`src/design/adc_pkg.sv`:
```
// Shared constants of the converter control block: register map, field
// positions, reset values and conversion timing.
// Assumes a 10 MHz system clock and a 32-bit Avalon-MM register bus.
package adc_pkg;

    // =====================================================================
    // Register map (byte addresses, one aligned word each)
    // =====================================================================
    localparam logic [4:0] CONTROL_OFS   = 5'h00;  // converter_control_reg
    localparam logic [4:0] RESULT_OFS    = 5'h04;  // conversion_result_reg
    localparam logic [4:0] PORTCFG_OFS   = 5'h08;  // port_analog_config_reg
    localparam logic [4:0] IRQ_STAT_OFS  = 5'h0c;  // Sticky event status, read only
    localparam logic [4:0] IRQ_CLR_OFS   = 5'h10;  // Write one to clear, write only
    localparam logic [4:0] IRQ_EN_OFS    = 5'h14;  // Interrupt enable

    // =====================================================================
    // Field positions
    // =====================================================================
    localparam int CLKSEL_LSB = 6;   // conv_clock_select[7:6]
    localparam int CHAN_LSB   = 3;   // channel_select[5:3]
    localparam int GO_BIT     = 2;   // Go/done
    localparam int POWER_BIT  = 0;   // converter_power_on
    localparam int REFCFG_BIT = 0;   // reference_config: 1 = external reference pin
    localparam int DONE_EVT   = 0;   // Conversion complete event

    // =====================================================================
    // Reset values
    // =====================================================================
    localparam logic [7:0] CONTROL_RST = 8'h00;
    localparam logic [7:0] RESULT_RST  = 8'h00;
    localparam logic [7:0] PORTCFG_RST = 8'h00;
    localparam logic [0:0] IRQ_RST     = 1'h0;

    // =====================================================================
    // Encodings
    // =====================================================================
    localparam logic [1:0] CLK_DIV2  = 2'h0;
    localparam logic [1:0] CLK_DIV8  = 2'h1;
    localparam logic [1:0] CLK_DIV32 = 2'h2;
    localparam logic [1:0] CLK_RC    = 2'h3;
    localparam logic [2:0] CHAN_LAST = 3'h3;   // Highest legal input

    // =====================================================================
    // Timing
    // =====================================================================
    localparam int CLK_PERIOD_NS  = 100;
    localparam int RC_PERIOD_NS   = 4000;      // Typical dedicated RC bit period
    localparam int RC_HALF_CYCLES = (RC_PERIOD_NS / CLK_PERIOD_NS) / 2;
    localparam int HALF_DIV2      = 1;         // Half bit period, in system clocks
    localparam int HALF_DIV8      = 4;
    localparam int HALF_DIV32     = 16;
    localparam int CONV_HALVES    = 19;        // 9.5 bit periods
    localparam int RESULT_BITS    = 8;

endpackage

```
`src/design/conv_clock_gen.sv`:
```
// Conversion clock generator: one-cycle half bit period strobes.
// Assumes the single system clock; the RC source is modelled as a fixed
// count of that clock, so no second clock domain exists.
`timescale 1ns/1ps
module conv_clock_gen #(
    parameter int RC_HALF = adc_pkg::RC_HALF_CYCLES
) (
    input  wire logic       i_clk,
    input  wire logic       i_rst,
    input  wire logic       i_run,
    input  wire logic [1:0] i_sel,
    output logic            o_half_tick
);

    // =====================================================================
    // Divider
    // =====================================================================
    logic [4:0] cnt_reg;
    logic [4:0] cnt_next;
    logic [4:0] half_len;

    // Half bit length for the chosen source; divided sources track i_clk
    always_comb begin
        case (i_sel)
            adc_pkg::CLK_DIV2:  half_len = 5'(adc_pkg::HALF_DIV2);
            adc_pkg::CLK_DIV8:  half_len = 5'(adc_pkg::HALF_DIV8);
            adc_pkg::CLK_DIV32: half_len = 5'(adc_pkg::HALF_DIV32);
            default:            half_len = 5'(RC_HALF);
        endcase
    end

    // Counter restarts whenever the sequencer is idle
    always_comb begin
        o_half_tick = i_run && (cnt_reg == half_len - 5'h01);
        if (!i_run || o_half_tick) begin
            cnt_next = 5'h00;
        end else begin
            cnt_next = cnt_reg + 5'h01;
        end
    end

    // Register the count
    always_ff @(posedge i_clk) begin
        if (i_rst) begin
            cnt_reg <= 5'h00;
        end else begin
            cnt_reg <= cnt_next;
        end
    end

endmodule

```
`src/design/sar_adc_control.sv`:
```
// Control logic of an 8-bit successive approximation converter.
// Assumes an Avalon-MM master on the register side and an analog mux,
// sample-and-hold, reference DAC and comparator on the pin side.
//
// Summary of operation
// - Result is eight bits, resolved one bit per step by successive approximation.
// - Final conversion value is written into the readable result register.
// - All inputs share one sample-and-hold through a mux, feeding the converter.
// - Channel select field chooses which input reaches the sample-and-hold.
// - Positive reference is selectable between supply and external reference pin.
// - Conversion clock is system clock over 2, 8, 32, or dedicated RC.
// - One bit period equals one period of the selected conversion clock.
// - A full conversion lasts nine and a half bit periods.
// - Divided sources follow the system clock, so its rate sets bit period.
// - Completion raises an interrupt request that can wake the device when the RC clock is selected.
// - Software sets go/done to start; hardware holds it, clears on completion.
// - Power-on bit enables the converter; clear means disabled, no current.
// - Clock field codes 00, 01, 10, 11 mean /2, /8, /32, RC.
//
// The Avalon-MM interface to the registers and the register offsets were decided locally.
`timescale 1ns/1ps
module sar_adc_control #(
    parameter int RC_HALF = adc_pkg::RC_HALF_CYCLES
) (
    input  wire logic        i_clk,
    input  wire logic        i_rst,
    input  wire logic [4:0]  i_avs_address,
    input  wire logic        i_avs_read,
    input  wire logic        i_avs_write,
    input  wire logic [31:0] i_avs_writedata,
    input  wire logic [3:0]  i_avs_byteenable,
    output logic [31:0]      o_avs_readdata,
    output logic             o_avs_waitrequest,
    input  wire logic        i_comp_above,
    output logic [7:0]       o_dac_code,
    output logic [1:0]       o_mux_select,
    output logic             o_mux_enable,
    output logic             o_hold,
    output logic             o_ref_external,
    output logic             o_converter_power,
    output logic             o_irq,
    output logic             o_wake
);

    // =====================================================================
    // Bus slave: one wait cycle, then the request is taken
    // =====================================================================
    logic        ack_reg;
    logic        ack_next;
    logic [31:0] rdata_reg;
    logic [31:0] rdata_next;
    logic        wr_fire;

    // Wait request drops one cycle after a request appears
    always_comb begin
        o_avs_waitrequest = (i_avs_read || i_avs_write) && !ack_reg;
        wr_fire           = i_avs_write && !o_avs_waitrequest && i_avs_byteenable[0];
        ack_next          = (i_avs_read || i_avs_write) && !ack_reg;
    end

    // =====================================================================
    // Registers
    // =====================================================================
    logic [7:0] converter_control_reg;
    logic [7:0] converter_control_next;
    logic [7:0] conversion_result_reg;
    logic [7:0] conversion_result_next;
    logic [7:0] port_analog_config_reg;
    logic [7:0] port_analog_config_next;
    logic [0:0] irq_status_reg;
    logic [0:0] irq_status_next;
    logic [0:0] irq_enable_reg;
    logic [0:0] irq_enable_next;
    logic [1:0] clk_sel_reg;
    logic [1:0] clk_sel_next;
    logic [4:0] tick_cnt_reg;
    logic [4:0] tick_cnt_next;

    logic [7:0] wbyte;
    logic       go_reg;
    logic       power_reg;
    logic       start;
    logic       abort;
    logic       half_tick;
    logic       step;
    logic       conv_done;
    logic [7:0] sar_code;

    assign wbyte     = i_avs_writedata[7:0];
    assign go_reg    = converter_control_reg[adc_pkg::GO_BIT];
    assign power_reg = converter_control_reg[adc_pkg::POWER_BIT];

    // Start needs the go bit and the power bit in the same write, while idle
    always_comb begin
        start = wr_fire && i_avs_address == adc_pkg::CONTROL_OFS && !go_reg
             && wbyte[adc_pkg::GO_BIT] && wbyte[adc_pkg::POWER_BIT];
        abort = wr_fire && i_avs_address == adc_pkg::CONTROL_OFS && go_reg
             && !wbyte[adc_pkg::POWER_BIT];
    end

    // Sequencer: nineteen half bit strobes, bits resolved on full periods
    always_comb begin
        step      = go_reg && half_tick && tick_cnt_reg[0] && tick_cnt_reg >= 5'h03;
        conv_done = go_reg && half_tick
                 && tick_cnt_reg == 5'(adc_pkg::CONV_HALVES - 1);
        if (!go_reg || abort || conv_done) begin
            tick_cnt_next = 5'h00;
        end else if (half_tick) begin
            tick_cnt_next = tick_cnt_reg + 5'h01;
        end else begin
            tick_cnt_next = tick_cnt_reg;
        end
    end

    // Control register: software fields, go/done owned by hardware when busy
    always_comb begin
        converter_control_next = converter_control_reg;
        clk_sel_next           = clk_sel_reg;
        if (wr_fire && i_avs_address == adc_pkg::CONTROL_OFS) begin
            converter_control_next = wbyte & 8'hfd;          // Bit 1 reads zero
            converter_control_next[adc_pkg::GO_BIT] = go_reg || start;
            if (go_reg) begin
                // Source and channel stay fixed during a conversion
                converter_control_next[7:3] = converter_control_reg[7:3];
            end
        end
        if (start) begin
            clk_sel_next = wbyte[adc_pkg::CLKSEL_LSB +: 2];
        end
        if (conv_done || !converter_control_next[adc_pkg::POWER_BIT]) begin
            converter_control_next[adc_pkg::GO_BIT] = 1'b0;
        end
    end

    // Result, reference config and interrupt registers
    always_comb begin
        conversion_result_next  = conversion_result_reg;
        port_analog_config_next = port_analog_config_reg;
        irq_enable_next         = irq_enable_reg;
        irq_status_next         = irq_status_reg;
        if (conv_done) begin
            conversion_result_next = sar_code;
        end
        if (wr_fire && i_avs_address == adc_pkg::PORTCFG_OFS) begin
            port_analog_config_next = {7'h00, wbyte[adc_pkg::REFCFG_BIT]};
        end
        if (wr_fire && i_avs_address == adc_pkg::IRQ_EN_OFS) begin
            irq_enable_next = wbyte[0:0];
        end
        if (wr_fire && i_avs_address == adc_pkg::IRQ_CLR_OFS) begin
            irq_status_next = irq_status_reg & ~wbyte[0:0];
        end
        if (conv_done) begin
            irq_status_next[adc_pkg::DONE_EVT] = 1'b1;
        end
    end

    // Read mux; unmapped and write-only words read zero
    always_comb begin
        rdata_next = rdata_reg;
        if (i_avs_read && !ack_reg) begin
            case (i_avs_address)
                adc_pkg::CONTROL_OFS:  rdata_next = {24'h000000, converter_control_reg};
                adc_pkg::RESULT_OFS:   rdata_next = {24'h000000, conversion_result_reg};
                adc_pkg::PORTCFG_OFS:  rdata_next = {24'h000000, port_analog_config_reg};
                adc_pkg::IRQ_STAT_OFS: rdata_next = {31'h00000000, irq_status_reg};
                adc_pkg::IRQ_EN_OFS:   rdata_next = {31'h00000000, irq_enable_reg};
                default:               rdata_next = 32'h00000000;
            endcase
        end
    end

    // Register all state
    always_ff @(posedge i_clk) begin
        if (i_rst) begin
            ack_reg                <= 1'b0;
            rdata_reg              <= 32'h00000000;
            converter_control_reg  <= adc_pkg::CONTROL_RST;
            conversion_result_reg  <= adc_pkg::RESULT_RST;
            port_analog_config_reg <= adc_pkg::PORTCFG_RST;
            irq_status_reg         <= adc_pkg::IRQ_RST;
            irq_enable_reg         <= adc_pkg::IRQ_RST;
            clk_sel_reg            <= adc_pkg::CLK_DIV2;
            tick_cnt_reg           <= 5'h00;
        end else begin
            ack_reg                <= ack_next;
            rdata_reg              <= rdata_next;
            converter_control_reg  <= converter_control_next;
            conversion_result_reg  <= conversion_result_next;
            port_analog_config_reg <= port_analog_config_next;
            irq_status_reg         <= irq_status_next;
            irq_enable_reg         <= irq_enable_next;
            clk_sel_reg            <= clk_sel_next;
            tick_cnt_reg           <= tick_cnt_next;
        end
    end

    // =====================================================================
    // Conversion clock and approximation register
    // =====================================================================
    // Divided sources count i_clk, so the bit period follows its rate
    conv_clock_gen #(
        .RC_HALF     (RC_HALF)
    ) u_clk (
        .i_clk       (i_clk),
        .i_rst       (i_rst),
        .i_run       (go_reg),
        .i_sel       (clk_sel_reg),
        .o_half_tick (half_tick)
    );

    sar_register #(
        .WIDTH        (adc_pkg::RESULT_BITS)
    ) u_sar (
        .i_clk        (i_clk),
        .i_rst        (i_rst),
        .i_start      (start),
        .i_step       (step),
        .i_comp_above (i_comp_above),
        .o_trial      (sar_code)
    );

    // =====================================================================
    // Analog front end and interrupt outputs
    // =====================================================================
    // Shared sample-and-hold holds for the whole conversion
    always_comb begin
        o_dac_code        = sar_code;
        o_mux_select      = converter_control_reg[adc_pkg::CHAN_LSB +: 2];
        o_mux_enable      = power_reg && converter_control_reg[adc_pkg::CHAN_LSB +: 3]
                         <= adc_pkg::CHAN_LAST;
        o_hold            = go_reg;
        o_ref_external    = port_analog_config_reg[adc_pkg::REFCFG_BIT];
        o_converter_power = power_reg;
        o_irq             = |(irq_status_reg & irq_enable_reg);
        o_wake            = o_irq && clk_sel_reg == adc_pkg::CLK_RC;
        o_avs_readdata    = rdata_reg;
    end

    // =====================================================================
    // Assertions
    // =====================================================================
    logic [8:0] busy_cnt_reg;
    logic [8:0] half_len;

    always_comb begin
        case (clk_sel_reg)
            adc_pkg::CLK_DIV2:  half_len = 9'(adc_pkg::HALF_DIV2);
            adc_pkg::CLK_DIV8:  half_len = 9'(adc_pkg::HALF_DIV8);
            adc_pkg::CLK_DIV32: half_len = 9'(adc_pkg::HALF_DIV32);
            default:            half_len = 9'(RC_HALF);
        endcase
    end

    // Cycles spent with go/done set
    always_ff @(posedge i_clk) begin
        if (i_rst || !go_reg) begin
            busy_cnt_reg <= 9'h000;
        end else begin
            busy_cnt_reg <= busy_cnt_reg + 9'h001;
        end
    end

    // Bit decisions taken since the last start; a full result needs one per bit
    logic [3:0] step_cnt_reg;

    always_ff @(posedge i_clk) begin
        if (i_rst || start) begin
            step_cnt_reg <= 4'h0;
        end else if (step) begin
            step_cnt_reg <= step_cnt_reg + 4'h1;
        end
    end
endmodule

```
`src/design/sar_register.sv`:
```
// Successive approximation register: trial code for the reference DAC.
// Assumes the comparator output is valid when a step strobe arrives.
`timescale 1ns/1ps
module sar_register #(
    parameter int WIDTH = adc_pkg::RESULT_BITS
) (
    input  wire logic             i_clk,
    input  wire logic             i_rst,
    input  wire logic             i_start,
    input  wire logic             i_step,
    input  wire logic             i_comp_above,
    output logic [WIDTH-1:0]      o_trial
);

    // =====================================================================
    // Trial code and bit pointer
    // =====================================================================
    logic [WIDTH-1:0] trial_reg;
    logic [WIDTH-1:0] trial_next;
    logic [WIDTH-1:0] mask_reg;
    logic [WIDTH-1:0] mask_next;
    logic [WIDTH:0]   mask_ext;

    assign mask_ext = {1'b0, mask_reg};

    // Per bit: keep or drop the bit under test, then try the next lower one
    genvar b;
    generate
        for (b = 0; b < WIDTH; b++) begin : g_bit
            always_comb begin
                if (i_start) begin
                    trial_next[b] = (b == WIDTH - 1);
                end else if (i_step && mask_reg[b]) begin
                    trial_next[b] = i_comp_above;
                end else if (i_step && mask_ext[b+1]) begin
                    trial_next[b] = 1'b1;
                end else begin
                    trial_next[b] = trial_reg[b];
                end
            end
        end
    endgenerate

    // Pointer walks one bit per step, from the top bit down
    always_comb begin
        if (i_start) begin
            mask_next = {1'b1, {(WIDTH-1){1'b0}}};
        end else if (i_step) begin
            mask_next = mask_reg >> 1;
        end else begin
            mask_next = mask_reg;
        end
    end

    // Register the state
    always_ff @(posedge i_clk) begin
        if (i_rst) begin
            trial_reg <= '0;
            mask_reg  <= '0;
        end else begin
            trial_reg <= trial_next;
            mask_reg  <= mask_next;
        end
    end

    assign o_trial = trial_reg;

endmodule

```
`config.mk`:
```
export PLATFORM = sky130hd
export DESIGN_NAME = sar_adc_control
export DESIGN_NICKNAME = d
export VERILOG_FILES = /design/src/design/adc_pkg.sv /design/src/design/conv_clock_gen.sv /design/src/design/sar_adc_control.sv /design/src/design/sar_register.sv
export SDC_FILE = /design/constraint.sdc
export NUM_CORES = 1
export LEC_CHECK = 0
export ABC_AREA = 0
export BUFFER_PORTS_ARGS = -buffer_cell sky130_fd_sc_hd__clkbuf_2
export CORE_MARGIN = 2
export CORE_UTILIZATION = 36
export DETAILED_ROUTE_END_ITERATION = 10
export PLACE_DENSITY_LB_ADDON = 0.05
export SKIP_LAST_GASP = 1
export SYNTH_ARGS = -nofsm -noshare
export SYNTH_HDL_FRONTEND = slang
export SYNTH_SLANG_ARGS = --single-unit
```
`constraint.sdc`:
```
create_clock -name i_clk -period 5.16 [get_ports i_clk]
set_input_delay 0.516 -clock i_clk [delete_from_list [all_inputs] [get_ports i_clk]]
set_output_delay 0.516 -clock i_clk [all_outputs]
set_load 0.05 [all_outputs]
```
# After elaboration in Yosys (flattened, before gate mapping)
# Cells that the tools add are included.
[word_totals]
regBits = 79
latch_bits = 0
ramBits = 0
romBits = 0
input_bits = 46
output_inout_bits = 49
wordCells = 120
memories = 0
[op_classes]
add_sub_neg = 3
n_mul = 0
div = 0
n_lt_le_gt_ge = 2
eq_ne = 10
shifts = 0
mux = 23
bitwise_logic = 4
n_reduce_logical = 56
[ops]
columns = ["operator", "n"]
rows = [
  ["8-bit case mux with 5 select lines", 1],
  ["1-bit logical AND", 28],
  ["2-bit nonzero test", 10],
  ["1-bit 2-to-1 mux", 19],
  ["8-bit 2-to-1 mux", 2],
  ["5-bit == test (second input constant)", 3],
  ["5-bit case mux with 3 select lines", 1],
  ["5-bit by 1-bit adder with 5-bit output (second input constant)", 2],
  ["5-bit by 4-bit == test with 1-bit output (second input constant)", 2],
  ["2-bit OR reduction", 4],
  ["1-bit logical OR", 6],
  ["5-bit by 3-bit == test with 1-bit output (second input constant)", 1],
  ["5-bit == test", 1],
  ["5-bit by 2-bit >= comparator with 1-bit output (second input constant)", 1],
  ["1-bit zero test", 5],
  ["5-bit zero test", 1],
  ["5-bit by 1-bit subtractor with 5-bit output (second input constant)", 1],
  ["2-bit == test (second input constant)", 2],
  ["3-bit by 2-bit less-or-equal comparator with 1-bit output (second input constant)", 1],
  ["1-bit AND", 2],
  ["2-bit by 1-bit == test with 1-bit output (second input constant)", 1],
  ["2-bit zero test", 1],
  ["1-bit inverter", 2],
  ["2-bit AND reduction", 1],
]

# Longest topological paths before layout
# Gate-level depths: netlist of run 1.
[depth]
depth_word = 11
ltp_mapped = 7
depth_no_buf = 6

# Hierarchy
# A second synthesis of run 1 with hierarchy kept.
[unflattened]
cells_unflattened = 275
hier_area_um2 = 2643.8
[by_module_without_submodules]
columns = ["mod", "n_inst", "cells_per_inst", "area_each_um2"]
rows = [
  ["sar_adc_control", 1, 183, 1707.9],
  ["sar_register", 1, 63, 648.1],
  ["conv_clock_gen", 1, 29, 287.8],
]

# Least setup slack after synthesis of run 1
# Ideal clock, no wire load.
[synth_path]
kind = "input to register"
startpoint = "in i_avs_address[4]"
endpoint = "reg u_sar.mask_reg[6]"
setup_time_ps = 140
t_arrival_ps = 1874
t_required_ps = 5020
setup_slack_ps = 3146
stages = 5
cell_sequence = "buf_2 > or4_4 > o41a_1 > nand2_1 > o22ai_1"
[synth_via]
elab_chain_len = 6
[synth_rtl]
columns = ["element", "line", "text"]
rows = [
  ["from (decl)", "sar_adc_control.sv:27", "input wire logic [4:0] i_avs_address,"],
  ["5-bit zero test", "sar_adc_control.sv:95", "start = wr_fire && i_avs_address == adc_pkg::CONTROL_OFS && !go_reg"],
  ["1-bit logical AND (2 in a row)", "sar_adc_control.sv:95", ""],
  ["1-bit logical AND (2 in a row)", "sar_adc_control.sv:96", "&& wbyte[adc_pkg::GO_BIT] && wbyte[adc_pkg::POWER_BIT];"],
  ["2-bit OR reduction (no source line)", "--", ""],
  ["to (signal assigned)", "sar_register.sv:62", "mask_reg <= mask_next;"],
  ["to (decl)", "sar_register.sv:20", "logic [WIDTH-1:0] mask_reg;"],
]
# No other way between the ends.
# A chain may end at the register's enable or synchronous reset.

# Worst setup path in the final report of run 1
# Same ends and word-level chain as after synthesis.

==> run metrics, run 1 <==
first-pass GRT wire length=11400 um; Final Hold Fails=0; NumNets Final=403; library cells used by synthesis=52; GRT Total Usage=0.162; worst hold path type=in -> reg; dpl cells=449; drt via density=5.26; status=finished clean; initial antenna violation count=0; CP Launch Type=input pin; Worst Path Required=5.33 ns; Final setup viols=0; global route overflow=0; Starting Density=0.375; Die Wd=94.0 um; CP Data Arrival Time=2.70 ns; worst r2r path cells=6; Synthesis Warnings=0; fin. max-slew vios=0; Worst VDD drop=98.0 uV; DP Wirelength=4960 um; Worst R2R End=tick_cnt_reg[1]$_SDFFE_PP0P_; Antenna diodes=0; core outline area=0.00777 sq mm; post-route setup TNS=0 ns; crit path max-delay cell type=nor4_2; CP peak stage delay=0.85 ns; Clk Latency, worst-skew pair=0.31 ns; Synth Instances=326; CP Class=in -> reg; RSZ-0062 raised after global routing=no; vias in the first global route=2258; Hold EP=converter_control_reg[5]$_SDFFE_PP0N_; ys async rst share=0; Primary FF master, synth=dfxtp_1; synthesized area per cell=8.93 sq um; Crit Path Max Fanout=15; post-CTS setup buffers=0; Setup crit end kind=flop; MaxCap Viol Count=0; clk buf depth=2; I/O Buffers=42; area added between synthesis and finish=7.90%; share of cells above drive strength 1=0.189; largest net degree at the start of global routing=34; floorplan row count=32; CTS tree=done; CTS Buf Count=5; R2R setup slack=2.89 ns; Rel. slew slack=0.350; Post-Layout Cell Count=457; Static Leakage=1.20 nW; critical path, cell by cell=clkbuf_2 > nor4_2 > nand3_1 > o21ai_1 > o22ai_1; measured slew at the worst slew-check pin=0.974 ns; io pins=95; H-tree levels=2; Hold Path Depth=3; Final ANT Viol Nets=0; final worst path period share=0.492; share of the synthesized area in the top cell type=0.378; clk slew on worst S/H paths=0.10 ns; clk root buf=clkbuf_8; most frequent cells in the layout=dfxtp_1, clkbuf_2, a21oi_1; RR Startpoint=tick_cnt_reg[0]$_SDFFE_PP0P_; post-CTS sizing=0; DRT iter0 DRCs=92; Die ar.=0.00883 sq mm; Fmax=0.394 GHz; die span in y=94.0 um; Final Skew=0.00816 ns; Vias=2406; WL/cell=15.1 um; WL final=6880 um; register bit total from synthesis=55; Post-synth EDFFs=0; Mapped Area=0.00291 sq mm; area leader, netlist=dfxtp_1; synth top area cells=dfxtp_1, buf_4, mux2i_1; Final min period=2.54 ns; most common cell after layout, fill and taps aside=dfxtp_1; HP Start=i_avs_writedata[5]; CTS hold repair buffers=0; first-pass detailed-route iteration total=4; register area share after synthesis=0.378; DRC=0; clock sink total=55; GPL Wtd Cong=0.832; PwrDens=240 mW/mm^2
-- stage by stage --
| step | instance area, sq um | total power [mW] | hold WS [ns] | setup WS [ns] | util |
|---|---|---|---|---|---|
| finish | 3140 | 0.755 | 0.437 | 2.62 | 0.405 |
| floorplan | 3000 | 0.507 | 0.432 | 3.15 | - |
| global placement | 3040 | 0.508 | 0.443 | 2.37 | 0.392 |
| detailed placement | 3040 | 0.508 | 0.444 | 2.35 | 0.392 |
| global route | 3140 | 0.791 | 0.427 | 2.44 | 0.405 |
| CTS | 3140 | 0.765 | 0.430 | 2.68 | 0.405 |
-- worst max-delay path: cells and delay by family --
kind | cells | cell delay (ns)
AOI/OAI and AO/OA | 2 | 0.82
and+or+nand+nor | 2 | 1.19
buffers and inverters | 1 | 0.17
-- layer usage --
layer | global-route usage | routed length, um
met3 | 0.0329 | 273
met2 | 0.268 | 3200
met4 | 0.0411 | 46
met5 | 0 | 0
met1 | 0.216 | 3360
-- layout make-up --
cell class,instances,area [sq um]
Inverter,6,22.5
Timing Repair Buffer,42,210
Multi-Input combinational cell,244,1580
Clock inverter,2,16.3
Sequential cell,55,1100
Clock buffer,6,82.6
Tap cell,102,128
Fill cell,814,4620
-- power breakdown --
part | leakage [nW] | internal, mW | switching, mW
clock | 0.0474 | 0.110 | 0.146
combinational | 0.708 | 0.00994 | 0.0635
sequential | 0.443 | 0.425 | 0.000869
total | 1.20 | 0.545 | 0.210
-- worst max-delay path by stage --
| stage | start | endpoint | slack [ns] | depth (start not counted) |
|---|---|---|---|---|
| 6_report | i_avs_address[4] | u_sar.mask_reg[6]$_SDFFE_PP0P_ | 2.62 | 5 |
| 2_1_floorplan | i_avs_address[4] | u_sar.mask_reg[6]$_SDFFE_PP0P_ | 3.15 | 5 |
| 3_3_place_gp | i_avs_address[4] | u_sar.mask_reg[6]$_SDFFE_PP0P_ | 2.37 | 5 |
| 5_1_grt | i_avs_address[4] | u_sar.mask_reg[6]$_SDFFE_PP0P_ | 2.44 | 5 |
| 3_5_place_dp | i_avs_address[4] | u_sar.mask_reg[6]$_SDFFE_PP0P_ | 2.35 | 5 |
| 4_1_cts | i_avs_address[4] | u_sar.mask_reg[6]$_SDFFE_PP0P_ | 2.68 | 5 |
-- cell families after synthesis --
| family | Yosys count | share of synthesized area |
|---|---|---|
| and+or+nand+nor | 105 | 0.224 |
| xor gates and xnor gates | 3 | 0.00902 |
| AOI/OAI and AO/OA | 91 | 0.204 |
| buffers and inverters | 50 | 0.108 |
| other | 1 | 0.00129 |
| muxes | 18 | 0.0619 |
| DFF | 55 | 0.378 |
| adders and majority gates | 3 | 0.0129 |
-- cell usage after synthesis (2+ instances only) --
master / instances
dfxtp_1: 55
a21oi_1: 30
buf_4: 27
o21ai_0: 23
nor2_1: 20
mux2i_1: 18
nand2_1: 18
and3_1: 16
nand3_1: 16
clkbuf_1: 10
a31oi_1: 8
a211oi_1: 7
inv_1: 6
o31ai_1: 5
nand4_1: 4
nor2b_1: 4
nor3_1: 4
nor4_4: 4
buf_2: 3
buf_6: 3
ha_1: 3
nand2b_1: 3
nor4_2: 3
or4_1: 3
a2111oi_2: 2
nand3b_1: 2
o22ai_1: 2
or3_1: 2
xor2_1: 2
No activity file was read; power rests on OpenSTA's default activity.
==> run 2: changes to the inputs <==
==> constraint.sdc (replaced) <==
create_clock -name i_clk -period 2.12 [get_ports i_clk]
set_input_delay 0.212 -clock i_clk [delete_from_list [all_inputs] [get_ports i_clk]]
set_output_delay 0.212 -clock i_clk [all_outputs]
set_load 0.05 [all_outputs]
==> run metrics, run 2 (synthesis results as in run 1) <==
die span in y=94.0 um; CTS tree=done; worst hold slack=0.143 ns; NumNets Final=417; Crit Path Max Fanout=17; Fmax=0.514 GHz; Starting Density=0.375; CTS Buf Count=5; Worst Path Required=2.36 ns; H-tree levels=2; Final Skew=0.00761 ns; clk buf depth=2; CP peak stage delay=0.48 ns; drt via density=5.17; I/O Buffers=42; WL final=6850 um; Setup crit end kind=flop; status=finished clean; clk root buf=clkbuf_8; post-CTS setup buffers=0; CP Data Arrival Time=2.19 ns; CTS hold repair buffers=0; DRC=0; Static Leakage=1.27 nW; CP delay by family, top=simple AND/OR/NAND/NOR gates; CP Class=reg -> reg; cell count along the critical path=5; RSZ-0062 raised after global routing=no; Clk Latency, worst-skew pair=0.30 ns; initial antenna violation count=0; MaxCap Viol Count=0; post-route setup TNS=0 ns; Rel. slew slack=0.632; area added between synthesis and finish=11.4%; Final min period=1.95 ns; fin. max-slew vios=0; Worst VDD drop=250 uV; PwrDens=564 mW/mm^2; Vias=2437; largest net degree at the start of global routing=23; global route overflow=0; worst hold path type=in -> reg; clk slew on worst S/H paths=0.10 ns; GPL Wtd Cong=0.845; critical path, cell by cell=nor4_4 > o31ai_4 > buf_4 > or4_1 > a21oi_1; CP Launch Type=flop; first-pass detailed-route iteration total=4; Antenna diodes=0; Die ar.=0.00883 sq mm; final worst path period share=0.918; clock sink total=55; share of cells above drive strength 1=0.217; worst r2r path cells=5; dpl cell area=0.00315 sq mm; Hold Path Depth=3; core outline area=0.00777 sq mm; Worst Path Buf+Inv=1; most common cell after layout, fill and taps aside=dfxtp_1; fillcell total=833; total power draw=1.83 mW; first-pass GRT wire length=11200 um; Final setup viols=0; vias in the first global route=2267; DP Wirelength=5200 um; floorplan row count=32; io pins=95; WL/cell=14.5 um; Die Wd=94.0 um; post-CTS sizing=0; GRT Total Usage=0.160; Design Area, Final=0.00324 sq mm; crit path max-delay cell type=or4_1; measured slew at the worst slew-check pin=0.551 ns; DRT iter0 DRCs=105; Final ANT Viol Nets=0; most frequent cells in the layout=dfxtp_1, clkbuf_2, a21oi_1; Final Hold Fails=0
## run 2: changes by cell type in the layout (fill, tap and decap cells not counted)
cell / delta
clkinvlp_4: -1
clkbuf_1: +1
buf_4: +14
## run 2: final timing paths
kind | startpoint | to | slack (ns)
max | clk_sel_reg[1]$_SDFFE_PP0P_ | tick_cnt_reg[4]$_SDFFE_PP0P_ | 0.17
min reg2reg | o_avs_readdata[4]$_SDFFE_PP0P_ | o_avs_readdata[4]$_SDFFE_PP0P_ | 0.46
max reg2reg | clk_sel_reg[1]$_SDFFE_PP0P_ | tick_cnt_reg[4]$_SDFFE_PP0P_ | 0.17
min | i_avs_writedata[5] | converter_control_reg[5]$_SDFFE_PP0N_ | 0.14
## run 2: stage by stage
stage / setup WS, ns / utilization / std cells
2_1_floorplan: 0.349 / - / 349
6_report: 0.173 / 0.418 / 471
3_3_place_gp: 0.195 / 0.405 / 463
3_5_place_dp: 0.180 / 0.405 / 463
5_1_grt: 0.0204 / 0.418 / 471
4_1_cts: 0.146 / 0.418 / 471
## run 2: power by group
part	internal (mW)	total, mW	switching, mW
Clock	0.269	0.611	0.342
Sequential	1.03	1.04	0.00219
Combinational	0.0285	0.183	0.154
## run 2: layout make-up
type / count / area [sq um] / area share
Sequential cell: 55 / 1100 / 0.339
Inverter: 6 / 22.5 / 0.00694
Multi-Input combinational cell: 244 / 1580 / 0.488
Timing Repair Buffer: 56 / 315 / 0.0972
Clock buffer: 7 / 86.3 / 0.0266
Clock inverter: 1 / 8.76 / 0.00270
Tap cell: 102 / 128 / 0.0393
## run 2: routing by layer
metal	GRT usage	vias up	share of wire
met1	0.211	1155	0.49
met4	0.0423	0	0.0055
li1	-	1228	-
met3	0.0297	4	0.034
met2	0.268	50	0.47
met5	0	-	0
## run 2: worst min-delay path: stages
cell,delay (ns)
clkbuf_2,0.07
mux2i_1,0.05
nor2_1,0.07
